`src/rssc_pkg.sv`:
```
// Purpose: Shared constants and carriers for the sync and signaling configuration block
// Assumes: AXI4-Lite with 32-bit data, one clock at 50 MHz
// Notes:   Register byte address is four times the register index
`default_nettype none
package rssc_pkg;
  // ---------------------------------------------------------------
  // Register indices and byte addresses
  // ---------------------------------------------------------------
  localparam logic [9:0]  IDX_TX_SLOT   = 10'h0D6;
  localparam logic [9:0]  IDX_RX_SIGCFG = 10'h0D7;
  localparam logic [9:0]  IDX_RX_FRMOFF = 10'h0D8;
  localparam logic [11:0] ADDR_TX_SLOT   = {IDX_TX_SLOT, 2'b00};
  localparam logic [11:0] ADDR_RX_SIGCFG = {IDX_RX_SIGCFG, 2'b00};
  localparam logic [11:0] ADDR_RX_FRMOFF = {IDX_RX_FRMOFF, 2'b00};
  localparam logic [11:0] ADDR_CTRL      = 12'h000;
  localparam logic [11:0] ADDR_STACK_EN  = 12'h004;
  localparam logic [11:0] ADDR_INSERT_EN = 12'h008;
  localparam logic [11:0] ADDR_STATUS    = 12'h00C;
  // ---------------------------------------------------------------
  // Field positions of the signaling configuration register
  // ---------------------------------------------------------------
  localparam int SIG_TRANSPARENT = 0;
  localparam int SIG_FRZ_ASSERT  = 1;
  localparam int SIG_FRZ_RELEASE = 2;
  localparam int SIG_DEBOUNCE    = 3;
  localparam int SIG_PATTERN     = 4;
  localparam int SIG_OVERWRITE   = 5;
  localparam int SIG_PERIODIC    = 6;
  // ---------------------------------------------------------------
  // Field positions of the control register
  // ---------------------------------------------------------------
  localparam int CTRL_T1     = 0;
  localparam int CTRL_CAS    = 1;
  localparam int CTRL_IDLE   = 2;
  localparam int CTRL_RATE   = 4;
  localparam int CTRL_SYNCBIT = 8;
  // ---------------------------------------------------------------
  // Reset values, bus rates and fixed values
  // ---------------------------------------------------------------
  localparam logic [6:0]  RST_TX_SLOT  = 7'h00;
  localparam logic [6:0]  RST_SIGCFG   = 7'h00;
  localparam logic [4:0]  RST_FRMOFF   = 5'h00;
  localparam logic [2:0]  RATE_1536    = 3'h0;
  localparam logic [2:0]  RATE_1544    = 3'h1;
  localparam logic [2:0]  RATE_2048    = 3'h2;
  localparam logic [2:0]  RATE_4096    = 3'h3;
  localparam logic [2:0]  RATE_8192    = 3'h4;
  localparam logic [3:0]  FREEZE_PATTERN = 4'hF;
  localparam logic [4:0]  MF_LEN_T1    = 5'h18;
  localparam logic [4:0]  MF_LEN_E1    = 5'h10;
  localparam logic [1:0]  RESP_OKAY    = 2'h0;
  localparam logic [1:0]  RESP_SLVERR  = 2'h2;

  typedef struct packed {
    logic        awvalid;
    logic [11:0] awaddr;
    logic        wvalid;
    logic [31:0] wdata;
    logic [3:0]  wstrb;
    logic        bready;
    logic        arvalid;
    logic [11:0] araddr;
    logic        rready;
  } rssc_axi_req_t;

  typedef struct packed {
    logic        awready;
    logic        wready;
    logic        bvalid;
    logic [1:0]  bresp;
    logic        arready;
    logic        rvalid;
    logic [31:0] rdata;
    logic [1:0]  rresp;
  } rssc_axi_rsp_t;

  typedef struct packed {
    logic       valid;
    logic [4:0] channel;
    logic [3:0] abcd;
  } rssc_sig_t;

  // Bits per frame on the transmit bus for each rate
  function automatic logic [10:0] rssc_frame_bits(input logic [2:0] rate);
    logic [10:0] n;
    n = 11'h0C0;
    unique case (rate)
      RATE_1544: n = 11'h0C1;
      RATE_2048: n = 11'h100;
      RATE_4096: n = 11'h200;
      RATE_8192: n = 11'h400;
      default:   n = 11'h0C0;
    endcase
    return n;
  endfunction
endpackage
`default_nettype wire

```
`src/rssc_top.sv`:
```
// Purpose: Sync placement and receive signaling update configuration for one framer
// Assumes: Timebase strobes and signaling inputs are synchronous to clock
// Notes:   Registers reached over AXI4-Lite; all outputs registered
`default_nettype none
module rssc_top
  import rssc_pkg::*;
(
  input  wire logic          clock,
  input  wire logic          rst,
  input  wire rssc_axi_req_t axiReq,
  output var  rssc_axi_rsp_t axiRsp,
  input  wire logic          txBitTick,
  input  wire logic          txFrameStart,
  output var  logic          txFrameSyncOut,
  output var  logic          txMultiframeSyncOut,
  input  wire logic          rxFrameStart,
  input  wire logic          rxMultiframeAlign,
  input  wire logic [4:0]    rxSlipFrameOffset,
  input  wire logic [4:0]    rxChannel,
  output var  logic          rxMultiframeSyncOut,
  output var  logic          rxReinsertActive,
  input  wire logic          rxSlotValid,
  input  wire logic [7:0]    rxSlotData,
  output var  logic          rxSlipWriteValid,
  output var  logic [7:0]    rxSlipWriteData,
  input  wire rssc_sig_t     rxSignaling,
  input  wire logic          rxMultiframeEnd,
  input  wire logic          freezeCondition,
  output var  logic          signalingFreeze,
  output var  rssc_sig_t     stackPush,
  output var  logic          signalingIrq
);

  // ---------------------------------------------------------------
  // State
  // ---------------------------------------------------------------
  typedef struct packed {
    rssc_axi_rsp_t   rsp;
    logic            awHeld;
    logic [11:0]     awAddr;
    logic            wHeld;
    logic [31:0]     wData;
    logic [3:0]      wStrb;
    logic [6:0]      txSlot;
    logic [6:0]      sigCfg;
    logic [4:0]      frmOff;
    logic [10:0]     ctrl;
    logic [31:0]     stackEn;
    logic [31:0]     insertEn;
    logic [9:0]      txOffAct;
    logic [2:0]      txRateAct;
    logic [10:0]     txPos;
    logic [4:0]      txFrame;
    logic [4:0]      rxSyncAct;
    logic [4:0]      rxFrame;
    logic [31:0][3:0] inBuf;
    logic [31:0][3:0] outBuf;
    logic            txFs;
    logic            txMs;
    logic            rxMs;
    logic            reinsert;
    logic            slipValid;
    logic [7:0]      slipData;
    logic            frzPin;
    rssc_sig_t       push;
    logic            irq;
  } rssc_state_t;

  rssc_state_t s_q;
  rssc_state_t s_d;

  logic        t1Mode;
  logic        casOn;
  logic [2:0]  rate;
  logic [4:0]  mfLen;
  logic [10:0] frameBits;
  logic        blockAll;
  logic        patHit;
  logic [3:0]  inc;
  logic [3:0]  oldIn;
  logic [3:0]  oldOut;
  logic [3:0]  newOut;
  logic [4:0]  ch;
  logic        doWrite;
  logic [4:0]  rel;
  logic [4:0]  nxtFrame;
  logic [31:0] rdVal;
  logic        rdHit;
  logic        wrHit;
  logic [4:0]  alignFrame;

  assign t1Mode    = s_q.ctrl[CTRL_T1];
  assign casOn     = s_q.ctrl[CTRL_CAS];
  assign rate      = s_q.ctrl[CTRL_RATE +: 3];
  assign mfLen     = t1Mode ? MF_LEN_T1 : MF_LEN_E1;
  always_comb
  begin
    s_d = s_q;
    ch = rxSignaling.channel;
    inc = rxSignaling.abcd;
    oldIn = s_q.inBuf[ch];
    oldOut = s_q.outBuf[ch];
    newOut = oldOut;
    doWrite = 1'b0;
    rdVal = 32'h0000_0000;
    rdHit = 1'b1;
    wrHit = 1'b1;
    rel = 5'h00;
    nxtFrame = s_q.rxFrame;
    alignFrame = 5'h00;

    // ---------------------------------------------------------------
    // AXI4-Lite write channel
    // ---------------------------------------------------------------
    if (axiReq.awvalid && s_q.rsp.awready)
    begin
      s_d.awHeld = 1'b1;
      s_d.awAddr = axiReq.awaddr;
    end
    if (axiReq.wvalid && s_q.rsp.wready)
    begin
      s_d.wHeld = 1'b1;
      s_d.wData = axiReq.wdata;
      s_d.wStrb = axiReq.wstrb;
    end
    if (s_q.rsp.bvalid && axiReq.bready)
    begin
      s_d.rsp.bvalid = 1'b0;
    end
    if (s_q.awHeld && s_q.wHeld && !s_q.rsp.bvalid)
    begin
      s_d.awHeld = 1'b0;
      s_d.wHeld = 1'b0;
      s_d.rsp.bvalid = 1'b1;
      unique case ({s_q.awAddr[11:2], 2'b00})
        ADDR_TX_SLOT:
          if (s_q.wStrb[0])
          begin
            s_d.txSlot = s_q.wData[6:0];
          end
        ADDR_RX_SIGCFG:
          if (s_q.wStrb[0])
          begin
            s_d.sigCfg = s_q.wData[6:0];
          end
        ADDR_RX_FRMOFF:
          if (s_q.wStrb[0])
          begin
            s_d.frmOff = s_q.wData[4:0];
          end
        ADDR_CTRL:
        begin
          if (s_q.wStrb[0])
          begin
            s_d.ctrl[7:0] = s_q.wData[7:0];
          end
          if (s_q.wStrb[1])
          begin
            s_d.ctrl[10:8] = s_q.wData[10:8];
          end
        end
        ADDR_STACK_EN:
          for (int b = 0; b < 4; b++)
            if (s_q.wStrb[b])
              s_d.stackEn[b*8 +: 8] = s_q.wData[b*8 +: 8];
        ADDR_INSERT_EN:
          for (int b = 0; b < 4; b++)
            if (s_q.wStrb[b])
              s_d.insertEn[b*8 +: 8] = s_q.wData[b*8 +: 8];
        default:
          wrHit = 1'b0;
      endcase
      s_d.rsp.bresp = wrHit ? RESP_OKAY : RESP_SLVERR;
    end
    s_d.rsp.awready = !s_d.awHeld;
    s_d.rsp.wready = !s_d.wHeld;

    // ---------------------------------------------------------------
    // AXI4-Lite read channel
    // ---------------------------------------------------------------
    if (s_q.rsp.rvalid && axiReq.rready)
    begin
      s_d.rsp.rvalid = 1'b0;
    end
    if (axiReq.arvalid && s_q.rsp.arready)
    begin
      unique case ({axiReq.araddr[11:2], 2'b00})
        ADDR_TX_SLOT:   rdVal = {25'h0, s_q.txSlot};
        ADDR_RX_SIGCFG: rdVal = {25'h0, s_q.sigCfg};
        ADDR_RX_FRMOFF: rdVal = {27'h0, s_q.frmOff};
        ADDR_CTRL:      rdVal = {21'h0, s_q.ctrl};
        ADDR_STACK_EN:  rdVal = s_q.stackEn;
        ADDR_INSERT_EN: rdVal = s_q.insertEn;
        ADDR_STATUS:    rdVal = {19'h0, s_q.rxFrame, s_q.txFrame, 2'h0, s_q.frzPin};
        default:        rdHit = 1'b0;
      endcase
      s_d.rsp.rvalid = 1'b1;
      s_d.rsp.rdata = rdVal;
      s_d.rsp.rresp = rdHit ? RESP_OKAY : RESP_SLVERR;
    end
    s_d.rsp.arready = !s_d.rsp.rvalid;

    // ---------------------------------------------------------------
    // Transmit bus sync placement
    // ---------------------------------------------------------------
    s_d.txFs = 1'b0;
    s_d.txMs = 1'b0;
    if (txFrameStart)
    begin
      s_d.txPos = 11'h000;
      s_d.txOffAct = {s_q.txSlot, s_q.ctrl[CTRL_SYNCBIT +: 3]};
      s_d.txRateAct = rate;
      s_d.txFrame = (s_q.txFrame + 5'h01 >= mfLen) ? 5'h00 : s_q.txFrame + 5'h01;
    end
    else if (txBitTick)
    begin
      s_d.txPos = s_q.txPos + 11'h001;
    end
    // Position counts {slot, bit}; frame start is bit 0 of the new frame
    frameBits = rssc_frame_bits(s_d.txRateAct);
    if ((txFrameStart || txBitTick) && s_d.txPos == {1'b0, s_d.txOffAct})
    begin
      if ({1'b0, s_d.txOffAct} < frameBits)
      begin
        s_d.txFs = 1'b1;
        s_d.txMs = (s_d.txFrame == 5'h00);
      end
    end

    // ---------------------------------------------------------------
    // Receive multiframe sync and reinsertion frames
    // ---------------------------------------------------------------
    s_d.rxMs = 1'b0;
    if (rxFrameStart)
    begin
      if (t1Mode)
      begin
        s_d.rxSyncAct = (s_q.frmOff > 5'h17) ? 5'h01 : s_q.frmOff + 5'h01;
      end
      else
      begin
        s_d.rxSyncAct = {1'b0, s_q.frmOff[3:0]};
      end
      nxtFrame = (s_q.rxFrame + 5'h01 >= mfLen + (t1Mode ? 5'h01 : 5'h00))
               ? (t1Mode ? 5'h01 : 5'h00) : s_q.rxFrame + 5'h01;
      if (s_q.sigCfg[SIG_TRANSPARENT] && rxMultiframeAlign)
      begin
        alignFrame = s_q.rxSyncAct + rxSlipFrameOffset;
        nxtFrame = (alignFrame >= mfLen + (t1Mode ? 5'h01 : 5'h00))
                 ? alignFrame - mfLen : alignFrame;
      end
      s_d.rxFrame = nxtFrame;
      s_d.rxMs = (nxtFrame == s_d.rxSyncAct);
    end
    rel = (s_q.rxFrame >= s_q.rxSyncAct) ? s_q.rxFrame - s_q.rxSyncAct
        : s_q.rxFrame + mfLen - s_q.rxSyncAct;
    s_d.reinsert = s_q.insertEn[rxChannel] && (t1Mode
                 ? (rel == 5'h05 || rel == 5'h0B || rel == 5'h11 || rel == 5'h17)
                 : (rel == 5'h00));

    // ---------------------------------------------------------------
    // Robbed-bit overwrite before the slip buffer
    // ---------------------------------------------------------------
    s_d.slipValid = rxSlotValid;
    s_d.slipData = rxSlotData;
    if (rxSlotValid && t1Mode && s_q.sigCfg[SIG_OVERWRITE] && !s_q.ctrl[CTRL_IDLE]
        && (rel == 5'h05 || rel == 5'h0B || rel == 5'h11 || rel == 5'h17))
    begin
      s_d.slipData[0] = 1'b1;
    end

    // ---------------------------------------------------------------
    // Signaling buffer and stack updates
    // ---------------------------------------------------------------
    blockAll = !s_q.sigCfg[SIG_FRZ_RELEASE]
             && (s_q.sigCfg[SIG_FRZ_ASSERT] || freezeCondition);
    s_d.frzPin = blockAll;
    patHit = t1Mode && s_q.sigCfg[SIG_PATTERN] && (inc == FREEZE_PATTERN);
    s_d.push = '0;
    if (rxSignaling.valid && !blockAll && !patHit)
    begin
      s_d.inBuf[ch] = inc;
      if (s_q.sigCfg[SIG_DEBOUNCE] && s_q.stackEn[ch])
      begin
        for (int b = 0; b < 4; b++)
          newOut[b] = (inc[b] == oldIn[b]) ? inc[b] : oldOut[b];
        doWrite = (newOut != oldOut);
        if (doWrite)
        begin
          s_d.outBuf[ch] = newOut;
        end
      end
      else
      begin
        newOut = inc;
        s_d.outBuf[ch] = inc;
        doWrite = (inc != oldOut);
      end
      if (doWrite && s_q.stackEn[ch])
      begin
        s_d.push.valid = 1'b1;
        s_d.push.channel = ch;
        s_d.push.abcd = newOut;
      end
    end
    if (rxMultiframeEnd && s_q.sigCfg[SIG_DEBOUNCE] && !blockAll)
    begin
      for (int c = 0; c < 32; c++)
        if (s_q.stackEn[c] && !(rxSignaling.valid && ch == 5'(c)))
          s_d.outBuf[c] = s_q.inBuf[c];
    end

    // ---------------------------------------------------------------
    // Signaling interrupt source
    // ---------------------------------------------------------------
    if (s_q.sigCfg[SIG_PERIODIC] && !t1Mode && casOn)
    begin
      s_d.irq = rxMultiframeEnd;
    end
    else
    begin
      s_d.irq = s_d.push.valid;
    end
  end

  // ---------------------------------------------------------------
  // Registers
  // ---------------------------------------------------------------
  always_ff @(posedge clock)
  begin
    if (rst)
    begin
      s_q <= '0;
      s_q.rsp.awready <= 1'b1;
      s_q.rsp.wready <= 1'b1;
      s_q.rsp.arready <= 1'b1;
      s_q.txSlot <= RST_TX_SLOT;
      s_q.sigCfg <= RST_SIGCFG;
      s_q.frmOff <= RST_FRMOFF;
    end
    else
    begin
      s_q <= s_d;
    end
  end

  assign axiRsp              = s_q.rsp;
  assign txFrameSyncOut      = s_q.txFs;
  assign txMultiframeSyncOut = s_q.txMs;
  assign rxMultiframeSyncOut = s_q.rxMs;
  assign rxReinsertActive    = s_q.reinsert;
  assign rxSlipWriteValid    = s_q.slipValid;
  assign rxSlipWriteData     = s_q.slipData;
  assign signalingFreeze     = s_q.frzPin;
  assign stackPush           = s_q.push;
  assign signalingIrq        = s_q.irq;
endmodule
`default_nettype wire

```
`config.mk`:
```
export PLATFORM = sky130hd
export DESIGN_NAME = rssc_top
export DESIGN_NICKNAME = d
export VERILOG_FILES = /design/src/rssc_pkg.sv /design/src/rssc_top.sv
export SDC_FILE = /design/constraint.sdc
export NUM_CORES = 1
export LEC_CHECK = 0
export BUFFER_PORTS_ARGS = -buffer_cell sky130_fd_sc_hd__buf_4
export CAP_MARGIN = 40
export CORE_ASPECT_RATIO = 1.25
export CORE_UTILIZATION = 60
export DETAILED_ROUTE_END_ITERATION = 7
export PLACE_DENSITY = 0.79
export SLEW_MARGIN = 20
export SYNTH_ARGS = -nofsm -noshare
export SYNTH_HDL_FRONTEND = slang
export SYNTH_SLANG_ARGS = --single-unit
export TNS_END_PERCENT = 10
```
`constraint.sdc`:
```
create_clock -name clock -period 6.19 [get_ports clock]
set_clock_uncertainty 0.1 [all_clocks]
set_input_delay 1.238 -clock clock [delete_from_list [all_inputs] [get_ports clock]]
set_output_delay 1.238 -clock clock [all_outputs]
set_load 0.1 [all_outputs]
```
* Yosys cells after proc, flatten, opt, wreduce, memory -nomap -nowiden
Cells that the tools add are included.
** Cells by class
- Add/subtract/negate cells :: 10
- $lt $le $gt $ge :: 9
- Eq/ne operators :: 59
- Multiplexer cells :: 93
- Bitwise gates (word level) :: 5
- Reductions and logical operators :: 161
** Operators with widths (count)
- $mux W128 :: 4
- $bwmux W128 :: 3
- $pmux W32 S7 :: 1
- $mux W4 :: 37
- $eq A5 B5 Y1 const B :: 18
- $logic_and A1 B1 Y1 :: 90
- $eq A10 B8 Y1 const B :: 6
- $mux W5 :: 10
- $eq A5 B4 Y1 const B :: 9
- $pmux W11 S4 :: 1
- $logic_not A1 Y1 :: 41
- $bmux W4 S5 :: 2
- $reduce_and A3 Y1 :: 13
- $mux W37 :: 1
- $mux W35 :: 1
- $eq A10 B2 Y1 const B :: 3
- $mux W13 :: 2
- $eq A5 B3 Y1 const B :: 5
- $mux W11 :: 2
- $demux W4 S5 :: 1
- $eq A10 B1 Y1 const B :: 2
- $ge A5 B5 Y1 :: 4
- $logic_not A10 Y1 :: 2
- $mux W1 :: 20
- 31 further kinds :: 59
** Word-level totals
- Flip-flop bits (word level) :: 505
- Bits of input ports :: 102

* Longest topological paths before layout
Gate-level depths: netlist of the first run.
- Word-level depth :: 11
- Gate-level depth with buffers :: 15

* Worst setup path before layout of the first run
OpenSTA, ideal clock, no wires.
- Path type :: input-to-reg
- From :: input port rxSignaling[4] (netlist bit)
- To :: register s_q[31] (netlist bit)
- Setup time :: 117 ps
- Arrival time :: 3913 ps
- Setup slack :: 2060 ps
- Cell stages on the path :: 13
- Path buffers :: 5
- Cells stage by stage :: buf_6 -> buf_4 -> buf_4 -> mux4_2 -> a221oi_1 -> a21o_1 -> nor4_1 -> or3_1 -> buf_6 -> o21ai_4 -> buf_6 -> o22ai_1 -> o22a_1
** On the way
- Word-level cells in the longest chain between the ends :: 10
** Ends and longest elaborated chain
- start: declaration :: line rssc_top.sv:26 : input wire rssc_sig_t rxSignaling,
- $bmux W4 S5 (tied with other cells) :: line rssc_top.sv:101 : oldIn = s_q.inBuf[ch];
- $mux W4 (implied by the code) or $logic_and A1 B1 Y1 (tied branches) :: line rssc_top.sv:101, rssc_top.sv:290, rssc_top.sv:296
- $eq A1 B1 Y1 or $mux W4 (tied branches) :: line rssc_top.sv:286, rssc_top.sv:290, rssc_top.sv:296
- $mux W1 or $demux W4 S5 (tied branches) :: line rssc_top.sv:286, rssc_top.sv:290, rssc_top.sv:296
- $ne A4 B4 Y1 or $bwmux W128 (tied branches) :: line rssc_top.sv:287, rssc_top.sv:290
- $mux W128 :: line rssc_top.sv:288 : if (doWrite)
- $mux W128 :: line rssc_top.sv:283 : if (s_q.sigCfg[SIG_DEBOUNCE] && s_q.stackEn[ch])
- $mux W128 :: line rssc_top.sv:280 : if (rxSignaling.valid && !blockAll && !patHit)
- $mux W4 :: line rssc_top.sv:309 : if (s_q.stackEn[c] && !(rxSignaling.valid && ch == 5'(c)))
- $mux W128 (*) :: line rssc_top.sv:306 : if (rxMultiframeEnd && s_q.sigCfg[SIG_DEBOUNCE] && !blockAll)
- end: declaration :: line rssc_top.sv:69 : rssc_state_t s_q;
Every way passes the cells marked *; elsewhere a longest branch is shown, timed or not. The select of a mux whose other input is x is not followed.
A chain may end at the register's enable or synchronous reset.

* Final worst setup path of the first run
- From :: input port rxSignaling[4] (netlist bit)
- To :: register s_q[39] (netlist bit)
Same word-level chain as after synthesis.

==> results of run 1 <==
## cells in the final DEF, fill, tap and decap left out, types with 19 or more instances in the layout
cell type	synthesis	final
a21oi_1	330	330
o21ai_0	125	125
nand2_1	589	588
a211oi_1	57	57
a22oi_1	53	53
a31oi_1	25	25
clkbuf_16	0	50
inv_1	36	36
nor3_1	47	47
buf_4	70	210
nand3_1	57	57
o221ai_1	19	19
and3_1	27	27
mux2i_1	177	177
xor2_1	20	20
nor2b_1	19	19
nor2_1	497	496
ha_1	27	27
mux4_2	38	38
xnor2_1	25	25
o22ai_1	75	73
dfxtp_1	501	501
## layout make-up
| cell class | count | area share, % |
|---|---|---|
| clock buffer | 69 | 4.94 |
| clock inverter | 18 | 0.796 |
| multi-input combinational | 2444 | 50.5 |
| timing repair buffer | 220 | 5.98 |
| tap | 559 | 2.43 |
| inverter | 36 | 0.470 |
| sequential | 501 | 34.9 |
## routing by layer
metal | wire length (um) | part of all wire, %
met5 | 17 | 0.020
met1 | 30700 | 36
met3 | 9020 | 11
met4 | 6440 | 7.6
met2 | 38900 | 46
## worst reg2reg max path, cell delays in order, from the launching register on
cell       delay (ns)
dfxtp_1          0.46
mux4_1           0.34
mux2_2           0.18
a2bb2oi_1        0.25
and4_1           0.26
buf_4            0.34
or2_2            0.56
and2_1           0.54
buf_6            0.24
a31oi_1          0.10
a211oi_1         0.31
## cells by family (layout without fill, tap and decap cells)
logic type / after synthesis / in the layout / synth area share (%)
AOI/OAI and AO/OA: 789 / 789 / 18.7
DFF: 501 / 501 / 38.5
buffers and inverters: 297 / 343 / 5.79
and+or+nand+nor: 1333 / 1333 / 21.5
other: 1 / 2 / 0.0144
adders and majority gates: 34 / 34 / 1.76
muxes: 241 / 241 / 12.2
xor gates and xnor gates: 45 / 45 / 1.51
## per-stage QoR
step	cells	utilization (%)	hold WS, ns	worst slack [ns]	power [mW]
3_5_place_dp	3755	63.8	0.362	0.843	4.10
3_3_place_gp	3746	63.5	0.353	0.894	4.07
2_1_floorplan	3242	-	0.341	2.06	3.88
4_1_cts	3842	67.7	0.370	1.45	7.13
6_report	3847	67.8	0.373	1.31	7.13
5_1_grt	3847	67.8	0.388	1.30	7.32
## sequential cells by signal (all words and copies together) (netlist names)
signal	cells
axiRsp	39
casOn	1
rate	3
rxMultiframeSyncOut	1
rxReinsertActive	1
rxSlipWriteData	8
rxSlipWriteValid	1
s_q	433
signalingFreeze	1
signalingIrq	1
stackPush	10
txFrameSyncOut	1
txMultiframeSyncOut	1
## where the power goes
group / switching [mW] / internal [mW] / leakage, nW
clock network: 1.34 / 1.74 / 0.814
logic: 0.512 / 0.223 / 6.10
registers: 0.0473 / 3.27 / 4.05
## worst min path at each step
stage,start,endpoint,slack (ns),cells after the start
2_1_floorplan,s_q[181],s_q[53],0.34,2
3_3_place_gp,s_q[185],s_q[185],0.35,2
3_5_place_dp,s_q[459],s_q[459],0.36,2
4_1_cts,s_q[459],s_q[459],0.37,2
5_1_grt,s_q[212],s_q[212],0.39,2
6_report,s_q[459],s_q[459],0.37,2
==> key figures, run 1 <==
Critical path
  • Critical-path maximum fanout: 51
  • Top delay family on crit path: compound AO/OA/AOI/OAI gates
  • Largest stage delay, worst path: 0.65 ns
  • Reg-to-Reg Start: s_q[359]
  • Worst path slowest cell: o21ai_4
  • Startpoint types: input port
  • Reg2Reg Setup Slack: 2.38 ns
  • Critical Path Start: rxSignaling[4]
  • Worst R2R End: s_q[71]
  • CP endpoint kind: flop
  • Critical Path End: s_q[39]
  • Cell mode on critical path: buf_4
  • Depth of the most critical reg-to-reg path: 10
  • WP data required: 6.58 ns
  • Stages on worst setup path: 11
  • Buf+Inv Stages, Crit Path: 2
  • Crit Path Class: in -> reg
  • Critical Path AT: 5.27 ns
  • Worst-path cell chain: buf_4, buf_4, mux4_2, a22o_1, a211o_1, o2111ai_1, nand2_1, or3_1, o21ai_4, o22ai_1, o22a_1

Final layout
  • Post-route cell area: 0.0288 mm2
  • Share of layout cells above drive strength 1: 11.9%
  • Multi-input combinational cell area: 0.0145 mm2
  • Storage cell area: 0.0100 mm2
  • Area Overhead vs Synth: 10.6%
  • Final Net Count: 3,387
  • ANT cells: 0
  • # fillers: 3,482

CTS
  • CTS tree: done
  • Clock latency on the worst-skew pair: 0.64 ns
  • TritonCTS buffer count: 50
  • # resized after CTS: 0
  • Root buffer cell: clkbuf_16
  • CTS Sinks: 501
  • Clock transition at path regs: 0.06 ns
  • Post-CTS Setup Bufs: 0
  • Maximum clock path buffer count: 3
  • H-tree levels: 2
  • CTS Hold Buffers Added: 0

Synthesis
  • YS warnings: 0
  • FF+latch count, synth: 501
  • Mapped Area: 0.0260 mm2
  • Async SR Flop Fraction: 0%
  • Library cells used by synthesis: 78
  • Post-synthesis cell count: 3,241
  • Post-synth top cells: 589 x nand2_1, 501 x dfxtp_1, 497 x nor2_1, 330 x a21oi_1, 177 x mux2i_1
  • Synth top area share: 38.5%
  • Most frequent cell after synthesis: nand2_1
  • Largest area contributor in the synthesized netlist: dfxtp_1
  • Avg Cell Area, Syn: 8.03 um2
  • Main synth FF type: dfxtp_1
  • Post-synthesis sequential area ratio: 38.5%
  • Post-synth EDFFs: 0
  • Synth top area cells: dfxtp_1 39%, nand2_1 8.5%, nor2_1 7.2%, mux2i_1 6.8%, a21oi_1 6.3%

Floorplan
  • I/O pin cnt: 168
  • Die height: 235 um
  • Site row count: 84
  • Core Box Area: 0.0425 mm2
  • Die area: 0.0442 mm2
  • Initial core utilization: 61.3%
  • Die width: 188 um

GRT
  • Met1 usage in global routing: 44.7%
  • GRT met3 Usage: 9.10%
  • Total GRT Usage: 37.8%
  • GRT busiest layer: met2
  • Met2 Use GR: 60.8%
  • First-pass GRT wire length: 133,000 um
  • Initial antenna violation count: 1
  • Vias in the first global route: 24,446
  • GR Overflow Total: 0
  • Largest net degree at the start of global routing: 144

Place
  • HPWL Detailed: 58,700 um
  • Final weighted congestion in routability-driven placement: 1.02
  • Placed Instance Area: 0.0271 mm2
  • Port Buffers: 161

Power
  • Power Density: 248 mW/mm2
  • Leak: 11.0 nW
  • VDD IR max: 0.241 mV

Timing
  • # setup viols final: 0
  • Slew of the pin with the lowest slew margin: 0.884 ns
  • Fmax: 205 MHz
  • TNS Setup: 0 ns
  • RSZ-0062 raised after global routing: false
  • Slew Limit Headroom: 40.9%
  • Final Cycle Share: 78.8%
  • Slew Limit Fails: 0
  • Final hold violations: 0
  • Minimum clock period: 4.88 ns

Run
  • Max Cap Viol: 0

Detailed routing
  • Routed len/inst: 22.1 um
  • 1st-pass router iterations: 7
  • DRC Markers: 0
  • Routed Antenna Nets: 0
  • Starting DRT DRC Count: 3,049
  • Via count: 25,206
  • DRT Wirelength: 85,000 um
  • DR vias/cell: 6.55

Outcome
  • Status: finished, final reports clean

Worst hold path
  • Hold Crit Class: reg -> reg
(Power assumes the default switching activity.)
==> run 2: changes to the inputs <==
--- a/config.mk
+++ b/config.mk
@@ -8,9 +8,9 @@
 export BUFFER_PORTS_ARGS = -buffer_cell sky130_fd_sc_hd__buf_4
 export CAP_MARGIN = 40
 export CORE_ASPECT_RATIO = 1.25
-export CORE_UTILIZATION = 60
+export CORE_UTILIZATION = 55
 export DETAILED_ROUTE_END_ITERATION = 7
-export PLACE_DENSITY = 0.79
+export PLACE_DENSITY = 0.76
 export SLEW_MARGIN = 20
 export SYNTH_ARGS = -nofsm -noshare
 export SYNTH_HDL_FRONTEND = slang
==> constraint.sdc (replaced) <==
create_clock -name clock -period 4.4 [get_ports clock]
set_clock_uncertainty 0.1 [all_clocks]
set_input_delay 0.88 -clock clock [delete_from_list [all_inputs] [get_ports clock]]
set_output_delay 0.88 -clock clock [all_outputs]
set_load 0.1 [all_outputs]
==> key figures, run 2 (synthesis gave the netlist of run 1 again) <==
Detailed routing
  • Starting DRT DRC Count: 2,771 (was 3,049)
  • Routed len/inst: 22.2 um (was 22.1 um)
  • DRC Markers: 6 (was 0)
  • Via count: 25,303 (was 25,206)
  • Routed Antenna Nets: 0 (unchanged)
  • 1st-pass router iterations: 8 (was 7)
  • DR vias/cell: 6.36 (was 6.55)
  • DRT Wirelength: 88,200 um (was 85,000 um)

Critical path
  • Reg2Reg Setup Slack: 1.14 ns (was 2.38 ns)
  • Critical Path AT: 4.25 ns (was 5.27 ns)
  • Top delay family on crit path: compound AO/OA/AOI/OAI gates (unchanged)
  • Crit Path Class: in -> reg (unchanged)
  • Critical Path Start: rxSignaling[4] (unchanged)
  • Buf+Inv Stages, Crit Path: 5 (was 2)
  • Critical-path maximum fanout: 18 (was 51)
  • Depth of the most critical reg-to-reg path: 10 (unchanged)
  • Largest stage delay, worst path: 0.52 ns (was 0.65 ns)
  • Cell mode on critical path: buf_4 (unchanged)
  • Worst path slowest cell: o31ai_1 (was o21ai_4)
  • Reg-to-Reg Start: s_q[84] (was s_q[359])
  • Stages on worst setup path: 14 (was 11)
  • Startpoint types: input port (unchanged)
  • Critical Path End: s_q[43] (was s_q[39])
  • WP data required: 4.81 ns (was 6.58 ns)
  • Worst-path cell chain: buf_4, buf_12, buf_4, nor2b_1, buf_4, a22oi_1, nand2_1, o31ai_1, nor4_1, or3_1, buf_4, nor3_2, a31oi_1, a211oi_1 (was buf_4, buf_4, mux4_2, a22o_1, a211o_1, o2111ai_1, nand2_1, or3_1, o21ai_4, o22ai_1, o22a_1)
  • Worst R2R End: s_q[43] (was s_q[71])
  • CP endpoint kind: flop (unchanged)

GRT
  • Largest net degree at the start of global routing: 174 (was 144)
  • Initial antenna violation count: 1 (unchanged)
  • GR Overflow Total: 0 (unchanged)
  • First-pass GRT wire length: 137,000 um (was 133,000 um)
  • Vias in the first global route: 24,589 (was 24,446)
  • Total GRT Usage: 36.3% (was 37.8%)

CTS
  • # resized after CTS: 0 (unchanged)
  • Clock latency on the worst-skew pair: 0.65 ns (was 0.64 ns)
  • Clock transition at path regs: 0.06 ns (about the same)
  • Root buffer cell: clkbuf_16 (unchanged)
  • CTS Hold Buffers Added: 0 (unchanged)
  • H-tree levels: 2 (unchanged)
  • Maximum clock path buffer count: 3 (unchanged)
  • TritonCTS buffer count: 51 (was 50)
  • CTS Sinks: 501 (unchanged)
  • CTS tree: done (unchanged)
  • Post-CTS Setup Bufs: 0 (unchanged)

Timing
  • RSZ-0062 raised after global routing: false (unchanged)
  • Slew Limit Fails: 0 (unchanged)
  • # setup viols final: 0 (unchanged)
  • Final Cycle Share: 87.5%
  • Slew Limit Headroom: 36.1% (was 40.9%)
  • Final hold violations: 0 (unchanged)
  • Slew of the pin with the lowest slew margin: 0.959 ns (was 0.884 ns)
  • TNS Setup: 0 ns (unchanged)
  • Minimum clock period: 3.85 ns
  • Fmax: 260 MHz

Final layout
  • Area Overhead vs Synth: 12.9% (was 10.6%)
  • ANT cells: 0 (unchanged)
  • Most frequent cells in the layout: 588 x nand2_1, 501 x dfxtp_1, 496 x nor2_1, 330 x a21oi_1, 263 x buf_4 (was 588 x nand2_1, 501 x dfxtp_1, 496 x nor2_1, 330 x a21oi_1, 210 x buf_4)
  • Largest register FFs: 433 (unchanged)
  • Commonest non-fill, non-tap cell in the layout: nand2_1 (unchanged)
  • Share of layout cells above drive strength 1: 13.6% (was 11.9%)
  • Non-Filler Instances: 3,978 (was 3,847)
  • Top reg by flops: s_q (unchanged)
  • Final Net Count: 3,440 (was 3,387)

Place
  • Placed Cells: 3,882 (was 3,755)
  • Port Buffers: 161 (unchanged)
  • HPWL Detailed: 61,900 um (was 58,700 um)
  • Final weighted congestion in routability-driven placement: 1.03 (was 1.02)

Worst hold path
  • Hold Crit Class: in -> reg (was reg -> reg)

Floorplan
  • Die height: 245 um (was 235 um)
  • I/O pin cnt: 168 (unchanged)
  • Initial core utilization: 56.0% (was 61.3%)
  • Site row count: 88 (was 84)
  • Die area: 0.0482 mm2 (was 0.0442 mm2)
  • Die width: 197 um (was 188 um)
  • Core Box Area: 0.0465 mm2 (was 0.0425 mm2)

Outcome
  • Status: finished, violations left (was finished, final reports clean)
  • Failing checks: design-rule violations

Power
  • Leak: 11.3 nW (was 11.0 nW)
  • VDD IR max: 0.309 mV (was 0.241 mV)
  • Power Density: 350 mW/mm2 (was 248 mW/mm2)

Run
  • Max Cap Viol: 0 (unchanged)
run 2: changes by cell type in the layout (fill, tap and decap cells not counted), moves of 2 or more:
cell / previous run / this run
clkbuf_8: 10 / 13
buf_4: 210 / 263
clkinv_2: 11 / 7
clkbuf_1: 9 / 7
inv_6: 0 / 4
clkinv_4: 0 / 3
clkinvlp_4: 1 / 4
buf_12: 3 / 7
run 2: worst min path at each step:
stage | startpoint | to | slack (ns) | cells past startpoint
2_1_floorplan | s_q[181] | s_q[53] | 0.34 | 2
3_3_place_gp | s_q[261] | s_q[261] | 0.35 | 2
3_5_place_dp | s_q[239] | s_q[239] | 0.36 | 2
4_1_cts | rxSlotData[7] | rxSlipWriteData[7] | 0.36 | 2
5_1_grt | rxSlotData[7] | rxSlipWriteData[7] | 0.35 | 2
6_report | rxSlotData[4] | rxSlipWriteData[4] | 0.36 | 2
run 2: report_power, final:
part	total, mW	internal [mW]	leakage [nW]	switching (mW)
Combinational	1.08	0.346	6.36	0.732
Sequential	4.67	4.60	4.05	0.0681
Clock	4.55	2.56	0.859	1.99
Total	10.3	7.51	11.3	2.79
run 2: metrics by stage:
step | hold WS [ns] | power (mW) | setup WS [ns] | util [%] | cell area, um2
floorplan | 0.341 | 5.46 | 0.628 | - | 26000
global placement | 0.353 | 5.79 | 0.125 | 59.4 | 27600
detailed placement | 0.363 | 5.81 | 0.0769 | 59.5 | 27600
CTS | 0.358 | 10.3 | 0.661 | 63.2 | 29400
global route | 0.352 | 10.6 | 0.472 | 63.3 | 29400
finish | 0.365 | 10.3 | 0.552 | 63.3 | 29400
run 2: metal layers:
metal	track usage (%)	wire (um)	vias to the layer above
li1	-	-	11515
met2	58.8	40700	1467
met1	43.7	33000	11926
met5	0	11	-
met3	7.50	8410	393
met4	24.0	6090	2
run 2: final cells by class:
cell class	count	area, um2
timing repair buffer	272	2130
sequential	501	10000
tap	630	788
clock inverter	24	283
fill	4077	17100
inverter	36	135
multi-input combinational	2444	14500
clock buffer	71	1480
